`src/hdl/xfer_pkg.sv`:
```
// Constants shared by the single-transfer engine and its helpers
package xfer_pkg;

   // ------------------------------------------------------------
   // Register indices and byte offsets on the Wishbone slave
   // ------------------------------------------------------------
   localparam logic [2:0] IDX_COUNT_VIEW   = 3'h0; // transfer_count index
   localparam logic [2:0] IDX_CONTROL_VIEW = 3'h1; // transfer_control index
   localparam logic [7:0] OFF_COUNT_VIEW   = 8'h00;
   localparam logic [7:0] OFF_CONTROL_VIEW = 8'h04;
   localparam logic [7:0] OFF_ENABLE       = 8'h08;
   localparam logic [7:0] OFF_CB_BASE      = 8'h0C;
   localparam logic [7:0] OFF_STATUS       = 8'h10;
   localparam logic [7:0] OFF_MASK         = 8'h14;
   localparam logic [7:0] OFF_STATE        = 8'h18;

   // ------------------------------------------------------------
   // Control block layout in memory (byte offsets from its base)
   // ------------------------------------------------------------
   localparam logic [15:0] CB_COUNT_OFF = 16'h0000;
   localparam logic [15:0] CB_CON_OFF   = 16'h0001;
   localparam logic [15:0] CB_SRC_OFF   = 16'h0002;
   localparam logic [15:0] CB_DST_OFF   = 16'h0004;

   // ------------------------------------------------------------
   // Fields of the control byte
   // ------------------------------------------------------------
   localparam int         MODE_HI     = 7;
   localparam int         MODE_LO     = 5;
   localparam int         BIT_SIZE    = 4;
   localparam int         BIT_SRC_UPD = 3;
   localparam int         BIT_DST_UPD = 2;
   localparam int         BIT_SRC_INC = 1;
   localparam int         BIT_DST_INC = 0;
   localparam logic [2:0] MODE_SINGLE = 3'h4;

   // ------------------------------------------------------------
   // Status bits, pointer steps and reset values
   // ------------------------------------------------------------
   localparam int         ST_DONE     = 0;
   localparam int         ST_CYCLE    = 1;
   localparam int         ST_ERROR    = 2;
   localparam int         ST_OVERRUN  = 3;
   localparam int         ST_WIDTH    = 4;
   localparam logic [15:0] STEP_WORD  = 16'h0002;
   localparam logic [15:0] STEP_BYTE  = 16'h0001;
   localparam logic [15:0] RST_CB_BASE = 16'h0000;
   localparam logic [3:0]  RST_MASK    = 4'h0;
   localparam logic [3:0]  RST_STATUS  = 4'h0;
   localparam logic        RST_ENABLE  = 1'b0;

   // Engine sequencer states
   typedef enum logic [3:0] {
      S_IDLE, S_RD_HDR, S_RD_SRC, S_RD_DST, S_RD_DATA,
      S_WR_DATA, S_WR_SRC, S_WR_DST, S_WR_CNT, S_FINISH
   } xfer_state_t;

endpackage

```
`src/hdl/ptr_update.sv`:
```
// Next-value and write-back value of one control block pointer
`timescale 1ns/1ps
module ptr_update #(
   parameter int W = 16
) (
   // Current pointer and its controls
   input  wire logic [W-1:0] ptr_i,
   input  wire logic         inc_i,
   input  wire logic         keep_i,
   input  wire logic         byte_i,
   // Results
   output logic      [W-1:0] next_o,
   output logic      [W-1:0] store_o
);

   // ------------------------------------------------------------
   // Step, advance and keep-or-restore
   // ------------------------------------------------------------
   wire logic [W-1:0] step;
   assign step    = byte_i ? W'(xfer_pkg::STEP_BYTE)
                           : W'(xfer_pkg::STEP_WORD);
   assign next_o  = inc_i ? ptr_i + step : ptr_i;
   assign store_o = keep_i ? next_o : ptr_i;

endmodule // ptr_update

```
`src/hdl/single_xfer_engine.sv`:
```
// Interrupt-driven single-transfer engine with Wishbone registers
//
// Register access over Wishbone was left to the implementer.
`timescale 1ns/1ps
module single_xfer_engine #(
   parameter int AW = 16
) (
   // Clock and reset
   input  wire logic          clk_i,
   input  wire logic          rst_i,
   // Wishbone slave
   input  wire logic          cyc_i,
   input  wire logic          stb_i,
   input  wire logic          we_i,
   input  wire logic [7:0]    adr_i,
   input  wire logic [3:0]    sel_i,
   input  wire logic [31:0]   dat_i,
   output logic      [31:0]   dat_o,
   output logic               ack_o,
   // Service request and interrupt
   input  wire logic          service_req_i,
   output logic               irq_o,
   // Memory master
   output logic               mem_req_o,
   output logic               mem_we_o,
   output logic               mem_byte_o,
   output logic      [AW-1:0] mem_addr_o,
   output logic      [15:0]   mem_wdata_o,
   input  wire logic [15:0]   mem_rdata_i,
   input  wire logic          mem_ack_i
);

   // ------------------------------------------------------------
   // State and registers
   // ------------------------------------------------------------
   xfer_pkg::xfer_state_t state_r, state_nxt;
   logic [7:0]    count_r;
   logic [7:0]    control_r;
   logic [AW-1:0] src_r;
   logic [AW-1:0] dst_r;
   logic [15:0]   data_r;
   logic [AW-1:0] cb_base_r;
   logic          enable_r;
   logic [3:0]    status_r;
   logic [3:0]    mask_r;
   logic          pending_r;
   logic          req_r;
   logic          we_r;
   logic          byte_r;
   logic [AW-1:0] addr_r;
   logic [15:0]   wdata_r;
   logic [31:0]   rdata_r;
   logic          ack_r;
   // ------------------------------------------------------------
   // Control byte fields
   // ------------------------------------------------------------
   wire logic [2:0] mode_code;
   wire logic       size_select;
   wire logic       source_update;
   wire logic       destination_update;
   wire logic       source_increment;
   wire logic       destination_increment;
   assign mode_code = control_r[xfer_pkg::MODE_HI:xfer_pkg::MODE_LO];
   assign size_select           = control_r[xfer_pkg::BIT_SIZE];
   assign source_update         = control_r[xfer_pkg::BIT_SRC_UPD];
   assign destination_update    = control_r[xfer_pkg::BIT_DST_UPD];
   assign source_increment      = control_r[xfer_pkg::BIT_SRC_INC];
   assign destination_increment = control_r[xfer_pkg::BIT_DST_INC];
   // ------------------------------------------------------------
   // Pointer updates
   // ------------------------------------------------------------
   wire logic [AW-1:0] src_store;
   wire logic [AW-1:0] dst_store;
   ptr_update #(.W(AW)) u_src_ptr (
      .ptr_i   (src_r),
      .inc_i   (source_increment),
      .keep_i  (source_update),
      .byte_i  (size_select),
      .next_o  (),
      .store_o (src_store)
   );
   ptr_update #(.W(AW)) u_dst_ptr (
      .ptr_i   (dst_r),
      .inc_i   (destination_increment),
      .keep_i  (destination_update),
      .byte_i  (size_select),
      .next_o  (),
      .store_o (dst_store)
   );
   // ------------------------------------------------------------
   // Sequencer decode
   // ------------------------------------------------------------
   wire logic         access_done;
   wire logic         start;
   wire logic         hdr_ok;
   wire logic [7:0]   count_dec;
   wire logic [7:0]   hdr_count;
   wire logic [7:0]   hdr_control;
   assign access_done = req_r & mem_ack_i;
   assign start       = (state_r == xfer_pkg::S_IDLE) & enable_r &
                        (pending_r | service_req_i);
   assign hdr_count   = mem_rdata_i[7:0];
   assign hdr_control = mem_rdata_i[15:8];
   assign hdr_ok      = (hdr_control[xfer_pkg::MODE_HI:xfer_pkg::MODE_LO]
                         == xfer_pkg::MODE_SINGLE) &
                        (hdr_count != 8'h00);
   assign count_dec   = count_r - 8'h01;
   // Next state
   always_comb
   begin
      state_nxt = state_r;
      case (state_r)
         xfer_pkg::S_IDLE:    if (start) state_nxt = xfer_pkg::S_RD_HDR;
         xfer_pkg::S_RD_HDR:
            if (access_done)
               state_nxt = hdr_ok ? xfer_pkg::S_RD_SRC
                                  : xfer_pkg::S_FINISH;
         xfer_pkg::S_RD_SRC:  if (access_done) state_nxt = xfer_pkg::S_RD_DST;
         xfer_pkg::S_RD_DST:  if (access_done) state_nxt = xfer_pkg::S_RD_DATA;
         xfer_pkg::S_RD_DATA: if (access_done) state_nxt = xfer_pkg::S_WR_DATA;
         xfer_pkg::S_WR_DATA: if (access_done) state_nxt = xfer_pkg::S_WR_SRC;
         xfer_pkg::S_WR_SRC:  if (access_done) state_nxt = xfer_pkg::S_WR_DST;
         xfer_pkg::S_WR_DST:  if (access_done) state_nxt = xfer_pkg::S_WR_CNT;
         xfer_pkg::S_WR_CNT:  if (access_done) state_nxt = xfer_pkg::S_FINISH;
         xfer_pkg::S_FINISH:  state_nxt = xfer_pkg::S_IDLE;
         default:             state_nxt = xfer_pkg::S_IDLE;
      endcase
   end
   // Memory access set up for the state being entered
   logic [AW-1:0] addr_nxt;
   logic [15:0]   wdata_nxt;
   logic          we_nxt;
   logic          byte_nxt;
   always_comb
   begin
      addr_nxt  = addr_r;
      wdata_nxt = 16'h0000;
      we_nxt    = 1'b0;
      byte_nxt  = 1'b0;
      case (state_nxt)
         xfer_pkg::S_RD_HDR:  addr_nxt = cb_base_r + AW'(xfer_pkg::CB_COUNT_OFF);
         xfer_pkg::S_RD_SRC:  addr_nxt = cb_base_r + AW'(xfer_pkg::CB_SRC_OFF);
         xfer_pkg::S_RD_DST:  addr_nxt = cb_base_r + AW'(xfer_pkg::CB_DST_OFF);
         xfer_pkg::S_RD_DATA:
         begin
            addr_nxt = src_r;
            byte_nxt = size_select;
         end
         xfer_pkg::S_WR_DATA:
         begin
            addr_nxt  = dst_r;
            byte_nxt  = size_select;
            we_nxt    = 1'b1;
            wdata_nxt = size_select ? {8'h00, data_r[7:0]} : data_r;
         end
         xfer_pkg::S_WR_SRC:
         begin
            addr_nxt  = cb_base_r + AW'(xfer_pkg::CB_SRC_OFF);
            we_nxt    = 1'b1;
            wdata_nxt = 16'(src_store);
         end
         xfer_pkg::S_WR_DST:
         begin
            addr_nxt  = cb_base_r + AW'(xfer_pkg::CB_DST_OFF);
            we_nxt    = 1'b1;
            wdata_nxt = 16'(dst_store);
         end
         xfer_pkg::S_WR_CNT:
         begin
            addr_nxt  = cb_base_r + AW'(xfer_pkg::CB_COUNT_OFF);
            we_nxt    = 1'b1;
            byte_nxt  = 1'b1;
            wdata_nxt = {8'h00, count_dec};
         end
         default:             addr_nxt = addr_r;
      endcase
   end
   // Sequencer and memory request registers
   always_ff @(posedge clk_i)
   begin
      if (rst_i)
      begin
         state_r <= xfer_pkg::S_IDLE;
         req_r   <= 1'b0;
         addr_r  <= '0;
         wdata_r <= 16'h0000;
         we_r    <= 1'b0;
         byte_r  <= 1'b0;
      end
      else
      begin
         state_r <= state_nxt;
         addr_r  <= addr_nxt;
         wdata_r <= wdata_nxt;
         we_r    <= we_nxt;
         byte_r  <= byte_nxt;
         // One idle cycle between accesses, held until ack
         if (access_done)
            req_r <= 1'b0;
         else if (!req_r && state_r != xfer_pkg::S_IDLE &&
                  state_r != xfer_pkg::S_FINISH && state_nxt == state_r)
            req_r <= 1'b1;
      end
   end
   // Working copy of the control block
   always_ff @(posedge clk_i)
   begin
      if (rst_i)
      begin
         count_r   <= 8'h00;
         control_r <= 8'h00;
         src_r     <= '0;
         dst_r     <= '0;
         data_r    <= 16'h0000;
      end
      else if (access_done)
      begin
         case (state_r)
            xfer_pkg::S_RD_HDR:
            begin
               count_r   <= hdr_count;
               control_r <= hdr_control;
            end
            xfer_pkg::S_RD_SRC:  src_r  <= AW'(mem_rdata_i);
            xfer_pkg::S_RD_DST:  dst_r  <= AW'(mem_rdata_i);
            xfer_pkg::S_RD_DATA: data_r <= mem_rdata_i;
            xfer_pkg::S_WR_CNT:  count_r <= count_dec;
            default:             data_r <= data_r;
         endcase
      end
   end
   // ------------------------------------------------------------
   // Events
   // ------------------------------------------------------------
   wire logic [3:0] events;
   wire logic       ev_cycle;
   wire logic       ev_error;
   assign ev_cycle = (state_r == xfer_pkg::S_WR_CNT) & access_done;
   assign ev_error = (state_r == xfer_pkg::S_RD_HDR) & access_done & ~hdr_ok;
   assign events[xfer_pkg::ST_DONE]    = ev_cycle & (count_dec == 8'h00);
   assign events[xfer_pkg::ST_CYCLE]   = ev_cycle;
   assign events[xfer_pkg::ST_ERROR]   = ev_error;
   assign events[xfer_pkg::ST_OVERRUN] = service_req_i & pending_r &
                                         (state_r != xfer_pkg::S_IDLE);
   // ------------------------------------------------------------
   // Wishbone decode
   // ------------------------------------------------------------
   wire logic       bus_req;
   wire logic       bus_wr;
   wire logic [3:0] w1c;
   logic [31:0]     rdata_nxt;
   assign bus_req = cyc_i & stb_i & ~ack_r;
   assign bus_wr  = bus_req & we_i;
   assign w1c     = (bus_wr && adr_i == xfer_pkg::OFF_STATUS && sel_i[0])
                    ? dat_i[3:0] : 4'h0;
   // Read multiplexer
   always_comb
   begin
      rdata_nxt = 32'h0000_0000;
      case (adr_i)
         xfer_pkg::OFF_COUNT_VIEW:   rdata_nxt[7:0]  = count_r;
         xfer_pkg::OFF_CONTROL_VIEW: rdata_nxt[7:0]  = control_r;
         xfer_pkg::OFF_ENABLE:       rdata_nxt[0]    = enable_r;
         xfer_pkg::OFF_CB_BASE:      rdata_nxt[AW-1:0] = cb_base_r;
         xfer_pkg::OFF_STATUS:       rdata_nxt[3:0]  = status_r;
         xfer_pkg::OFF_MASK:         rdata_nxt[3:0]  = mask_r;
         xfer_pkg::OFF_STATE:
            rdata_nxt[1:0] = {pending_r, state_r != xfer_pkg::S_IDLE};
         default:                    rdata_nxt = 32'h0000_0000;
      endcase
   end
   // Bus answer and software registers
   always_ff @(posedge clk_i)
   begin
      if (rst_i)
      begin
         ack_r     <= 1'b0;
         rdata_r   <= 32'h0000_0000;
         enable_r  <= xfer_pkg::RST_ENABLE;
         cb_base_r <= AW'(xfer_pkg::RST_CB_BASE);
         mask_r    <= xfer_pkg::RST_MASK;
      end
      else
      begin
         ack_r   <= bus_req;
         rdata_r <= bus_req ? rdata_nxt : rdata_r;
         if (bus_wr && adr_i == xfer_pkg::OFF_ENABLE && sel_i[0])
            enable_r <= dat_i[0];
         if (bus_wr && adr_i == xfer_pkg::OFF_CB_BASE)
         begin
            if (sel_i[0]) cb_base_r[7:0]  <= dat_i[7:0];
            if (sel_i[1]) cb_base_r[15:8] <= dat_i[15:8];
         end
         if (bus_wr && adr_i == xfer_pkg::OFF_MASK && sel_i[0])
            mask_r <= dat_i[3:0];
      end
   end
   // Sticky status and pending request; a new event wins over a clear
   always_ff @(posedge clk_i)
   begin
      if (rst_i)
      begin
         status_r  <= xfer_pkg::RST_STATUS;
         pending_r <= 1'b0;
      end
      else
      begin
         status_r <= (status_r & ~w1c) | events;
         if (service_req_i && !(start && !pending_r))
            pending_r <= 1'b1;
         else if (start)
            pending_r <= 1'b0;
      end
   end
   // ------------------------------------------------------------
   // Outputs
   // ------------------------------------------------------------
   assign dat_o       = rdata_r;
   assign ack_o       = ack_r;
   assign irq_o       = |(status_r & mask_r);
   assign mem_req_o   = req_r;
   assign mem_we_o    = we_r;
   assign mem_byte_o  = byte_r;
   assign mem_addr_o  = addr_r;
   assign mem_wdata_o = wdata_r;
endmodule // single_xfer_engine

```
`config.mk`:
```
export PLATFORM = sky130hd
export DESIGN_NAME = single_xfer_engine
export DESIGN_NICKNAME = d
export VERILOG_FILES = /design/src/hdl/xfer_pkg.sv /design/src/hdl/ptr_update.sv /design/src/hdl/single_xfer_engine.sv
export SDC_FILE = /design/constraint.sdc
export NUM_CORES = 1
export LEC_CHECK = 0
export BUFFER_PORTS_ARGS = -buffer_cell sky130_fd_sc_hd__buf_2
export CORE_MARGIN = 3
export CORE_UTILIZATION = 45
export CTS_CLUSTER_DIAMETER = 60
export DETAILED_ROUTE_END_ITERATION = 8
export PLACE_DENSITY = 0.77
export RECOVER_POWER = 25
export SETUP_SLACK_MARGIN = 0.4
export SKIP_LAST_GASP = 1
export SLEW_MARGIN = 10
export SYNTH_ARGS = -nofsm -noshare
export SYNTH_HDL_FRONTEND = slang
export SYNTH_SLANG_ARGS = --single-unit
```
`constraint.sdc`:
```
create_clock -name clk_i -period 2.7 [get_ports clk_i]
set_clock_uncertainty 0.1 [all_clocks]
set_input_delay 0.135 -clock clk_i [delete_from_list [all_inputs] [get_ports clk_i]]
set_output_delay 0.135 -clock clk_i [all_outputs]
set_load 0.005 [all_outputs]
```
# After elaboration in Yosys (flattened, before gate mapping)
# Index checks and enable logic that the tools add are counted.
# totals
register_bits	146
latch_bits	0
mem_bits_rw	0
romBits	0
in_bits	67
out_inout_bits	69
word_cells	136
mem_count	0
# op_classes
n_addsub	5
n_mul	0
n_div	0
order_cmp	0
n_eq_ne	25
shifts	0
mux	30
n_bitwise	20
n_reduce_logical	37
# ops
cell	n
$mux 16	5
$pmux 16 s5	1
$pmux 16 s4	1
$mux 4	11
$pmux 4 s9	1
$add 16x16->16	2
$eq 4x3->1 const B	8
$eq 8x5->1 const B	3
$add 16x2->16 const B	1
$add 16x3->16 const B	1
$eq 4x2->1 const B	4
$eq 8x4->1 const B	2
$logic_not 8->1	2
$pmux 8 s2	1
$reduce_and 2->1	7
$and 1x1->1	13
$logic_and 1x1->1	12
$pmux 4 s3	1
$pmux 2 s5	1
$reduce_or 2->1	5
$and 4x4->4	2
$eq 4x1->1 const B	2
$eq 4x4->1 const B	2
$eq 8x3->1 const B	1
other kinds (21)	28

# Longest topological paths before layout
# logic_depth
ltp_word	9
mapped_depth	11
mapped_depth_nobuf	10

# By module
# From an unflattened synthesis, not the netlist that was laid out.
# unflattened
hier_cells	1031
area_unflattened_um2	8137.8
# by_module_without_submodules
mod	n_inst	cells_each	area_each_um2	seq_area_each_um2
single_xfer_engine	1	855	6886.6	2922.8
ptr_update	2	88	625.6	0.0

# Least setup slack after synthesis
# No wires, ideal clock.
# synth_timing
path_type	register -> register
startpoint	reg control_r[4]
endpoint	reg wdata_r[12] (netlist: mem_wdata_o[12])
setup_ns	0.124
arrival_ns	2.431
t_required_ns	2.476
setup_slack_ns	0.045
path_stages_with_launch	10
n_path_buf	0
synth_period_minus_slack_ns	2.655
cell_sequence	dfxtp_1 > ha_1 > inv_1 > fa_1 > nor4b_1 > nand4_1 > nand2b_1 > xnor2_1 > a222oi_1 > nor2_1
# synth_via
elab_chain_cells	5
elab_cells_between_ends	9
cone_classes	2 x add/sub; 7 x mux
# synth_rtl
item	line	rtl
from (decl)	single_xfer_engine.sv:38	logic [7:0] control_r;
from (signal assigned)	single_xfer_engine.sv:222	control_r <= hdr_control;
$mux 2	ptr_update.sv:20	assign step = byte_i ? W'(xfer_pkg::STEP_BYTE)
$add 16x16->16	ptr_update.sv:22	assign next_o = inc_i ? ptr_i + step : ptr_i;
$mux 16	ptr_update.sv:22	
$mux 16	ptr_update.sv:23	assign store_o = keep_i ? next_o : ptr_i;
$pmux 16 s4 (*)	single_xfer_engine.sv:140	case (state_nxt)
to (signal assigned)	single_xfer_engine.sv:194	wdata_r <= wdata_nxt;
to (decl)	single_xfer_engine.sv:51	logic [15:0] wdata_r;
# Mark *: on every way between the ends. The rest lies on a longest branch, timed or not.
# A chain may end at the register's enable or synchronous reset.

# Worst setup path in the final report
# Ends and elaborated chain as after synthesis.

==> metrics.cfg <==
[status]
status=finished, final reports clean

[run]
max-cap-violations=0

[global_routing]
grt_pass1_vias=7268
gr-total-overflow=0
grt_max_degree=59
track_usage_pct=25.7
grt_pass1_wl_um=39800
antenna_found_initial=0

[critical_path]
crit_arrival_ns=2.56
worstPathCellList=ha_4, inv_2, fa_2, nor4b_4, nand4_1, nand2b_4, xnor2_1, a222oi_1, nor2_1
worstPathMaxFanout=5
startpoint_type=register
slowest_stage=dfxtp_4
slowest_delay_ns=0.40
r2r_cells=9
critPathKind=reg -> reg
critical-path-top-delay-family=simple AND/OR/NAND/NOR gates
cp_num_buf_inv=1
required_ns=2.92
regToRegStartpoint=control_r[4]
cp-end-kind=register
rrSetupSlack_ns=0.36
path_depth=9
r2r_end=mem_wdata_o[12]

[timing]
fin_ws_ns=0.358
final-max-slew-violation-count=0
timing.fmax_mhz=427
tightest_slew_ns=1.13
tns_ns=0
min_period_over_period_pct=86.8
fin_crit_ns=2.34
rsz0062_at_grt=yes
setup_viol=0
finalHoldViolations=0
slew_headroom_pct=24.4

[pwr]
leakagePower_nw=4.06
combPwrFrac_pct=4.3
p_switching_mw=1.09
seq_power_share_pct=45.6
p_sw_share_pct=23.0
power_mw=4.73
power.density_nw_per_um2=468
peakVddDrop_mv=0.464
cell_internal_pwr_mw=3.64
clockPowerShare_pct=50.2

[yosys]
synth_most_common_cell=nor2_1
synth_seq_cells=146
avgSynthCellArea_um2=8.38
ys_async_sr_fraction_pct=0
ys_top_cells_by_area=dfxtp_1 (37%), mux2i_1 (9.0%), nor2_1 (7.7%)
synth_ff_type=dfxtp_1
syn_area_um2=7880
netlist_instances=940
synth-edff-count=0
synth.largest_area_cell=dfxtp_1
yosysWarningCount=0
synth_top_area_share_pct=37.1
netlist_top_cells_count=nor2_1 (162), dfxtp_1 (146), nand2_1 (82)
ys_seq_area_share_pct=37.1
yosysUniqueCellTypes=83

[cts]
cts_buffers=17
clkSinkCount=146
cts_tree=built
htreeDepth=4
clkTransAtPathRegs_ns=0.06
insertion_delay_ns=0.43
ctsRootBufferMaster=clkbuf_16
clk_path_buf_depth=2

[placement]
place_congestion=0.944
place_hpwl_um=17900
place_ws_ns=0.100
port_buffers=101

[detailed_routing]
wirelength_um=26200
wl_per_cell_um=19.6
final_antenna_net_count=0
route.detailed.drc=0
num_vias=7986
drtPass1Iterations=6
drt_iter0_drc=1037
vias_per_cell=5.96

[floorplan]
initial_core_util_pct=46.7
dieWidth_um=138
ioPinCount=136
design.core.area_um2=16900
die_area_um2=19100
rows=47
die_h_um=138

[cells_and_area]
layout-drive-gt1-share_pct=24.6
diodes=0
area_growth_pct=28.4
nets=1185

[min_path]
whs_path_depth=4
min_path_type=in -> reg
min_from=mem_rdata_i[7]
holdPathEnd=src_r[7]

-- cell type report --
class / count / area [um^2]
Fill cell: 1436 / 6770
Multi-Input combinational cell: 722 / 4870
Sequential cell: 146 / 2950
Timing Repair Buffer: 204 / 1360
Clock buffer: 20 / 457
Tap cell: 220 / 275
Clock inverter: 11 / 129
Inverter: 17 / 63.8
-- what timing repair did --
item	in CTS	in global routing
gates resized for setup	29	69
pin swaps	6	27
hold endpoints to repair	71	0
cloned	1	0
endpoints found under the setup margin	34	46
setup buffers	8	14
hold buffers	33	0
-- registers in the layout (all words and copies together) (netlist names) --
| signal | count |
|---|---|
| ack_o | 1 |
| cb_base_r | 16 |
| control_r | 8 |
| count_r | 8 |
| dat_o | 16 |
| data_r | 16 |
| dst_r | 16 |
| enable_r | 1 |
| mask_r | 4 |
| mem_addr_o | 16 |
| mem_byte_o | 1 |
| mem_req_o | 1 |
| mem_wdata_o | 16 |
| mem_we_o | 1 |
| pending_r | 1 |
| src_r | 16 |
| state_r | 4 |
| status_r | 4 |
-- power groups by stage --
stage,combinational (mW),clock (mW),sequential [mW]
after detailed placement,0.158,0,2.21
after global placement,0.158,0,2.21
after global routing,0.218,2.48,2.16
after floorplan,0.0853,0,2.21
after CTS,0.197,2.38,2.16
final,0.203,2.37,2.16
-- logic make-up after synthesis --
group,after synthesis,share of synthesized area [%]
AOI/OAI and AO/OA,210,18.7
xor gates and xnor gates,35,3.89
adders and majority gates,11,1.91
muxes,74,9.45
DFF,146,37.1
and+or+nand+nor,375,22.3
buffers and inverters,88,6.56
other,1,0.0476
-- worst reg2reg max path, delay by kind of cell (launching register included) --
family / cells / cell delay, ns
and+or+nand+nor: 4 / 0.77
adders and majority gates: 2 / 0.51
DFF: 1 / 0.40
AOI/OAI and AO/OA: 1 / 0.30
xor gates and xnor gates: 1 / 0.12
buffers and inverters: 1 / 0.03
-- metal layers --
layer / share of wire, % / vias to the layer above / track usage [%]
met1: 41 / 3791 / 34.0
met3: 8.6 / 70 / 4.94
met2: 48 / 464 / 41.8
met5: 0 / - / 0
li1: - / 3661 / -
met4: 2.9 / 0 / 9.46
-- worst max path at each step --
stage / endpoint / slack (ns) / start
final: mem_wdata_o[12] / 0.36 / control_r[4]
after global routing: mem_addr_o[12] / 0.26 / cb_base_r[3]
after CTS: mem_addr_o[7] / 0.38 / mem_req_o
after detailed placement: mem_addr_o[7] / 0.10 / mem_req_o
after global placement: mem_addr_o[7] / 0.17 / mem_req_o
after floorplan: mem_wdata_o[12] / 0.38 / control_r[4]
-- metrics by stage --
stage | hold WS, ns | utilization (%) | std cells | instance area (um^2)
2_1_floorplan | 0.163 | - | 955 | 7950
3_3_place_gp | 0.273 | 51.3 | 1253 | 8660
3_5_place_dp | 0.275 | 51.3 | 1253 | 8660
4_1_cts | 0.000729 | 57.7 | 1326 | 9740
5_1_grt | 0.0271 | 59.9 | 1340 | 10100
6_report | 0.0113 | 59.9 | 1340 | 10100
-- placed cells by master (no fill, tap or decap), types with 14 or more instances in the layout --
cell type / Yosys / layout
a21oi_1: 73 / 69
buf_2: 8 / 72
buf_4: 23 / 62
clkbuf_1: 28 / 29
clkbuf_16: 0 / 17
conb_1: 1 / 16
dfxtp_1: 146 / 136
dlygate4sd3_1: 0 / 33
inv_1: 16 / 14
mux2i_1: 71 / 70
nand2_1: 82 / 78
nand3_1: 40 / 36
nor2_1: 162 / 154
o21ai_0: 17 / 17
xnor2_1: 23 / 23
Power figures use the tool's default switching activity.
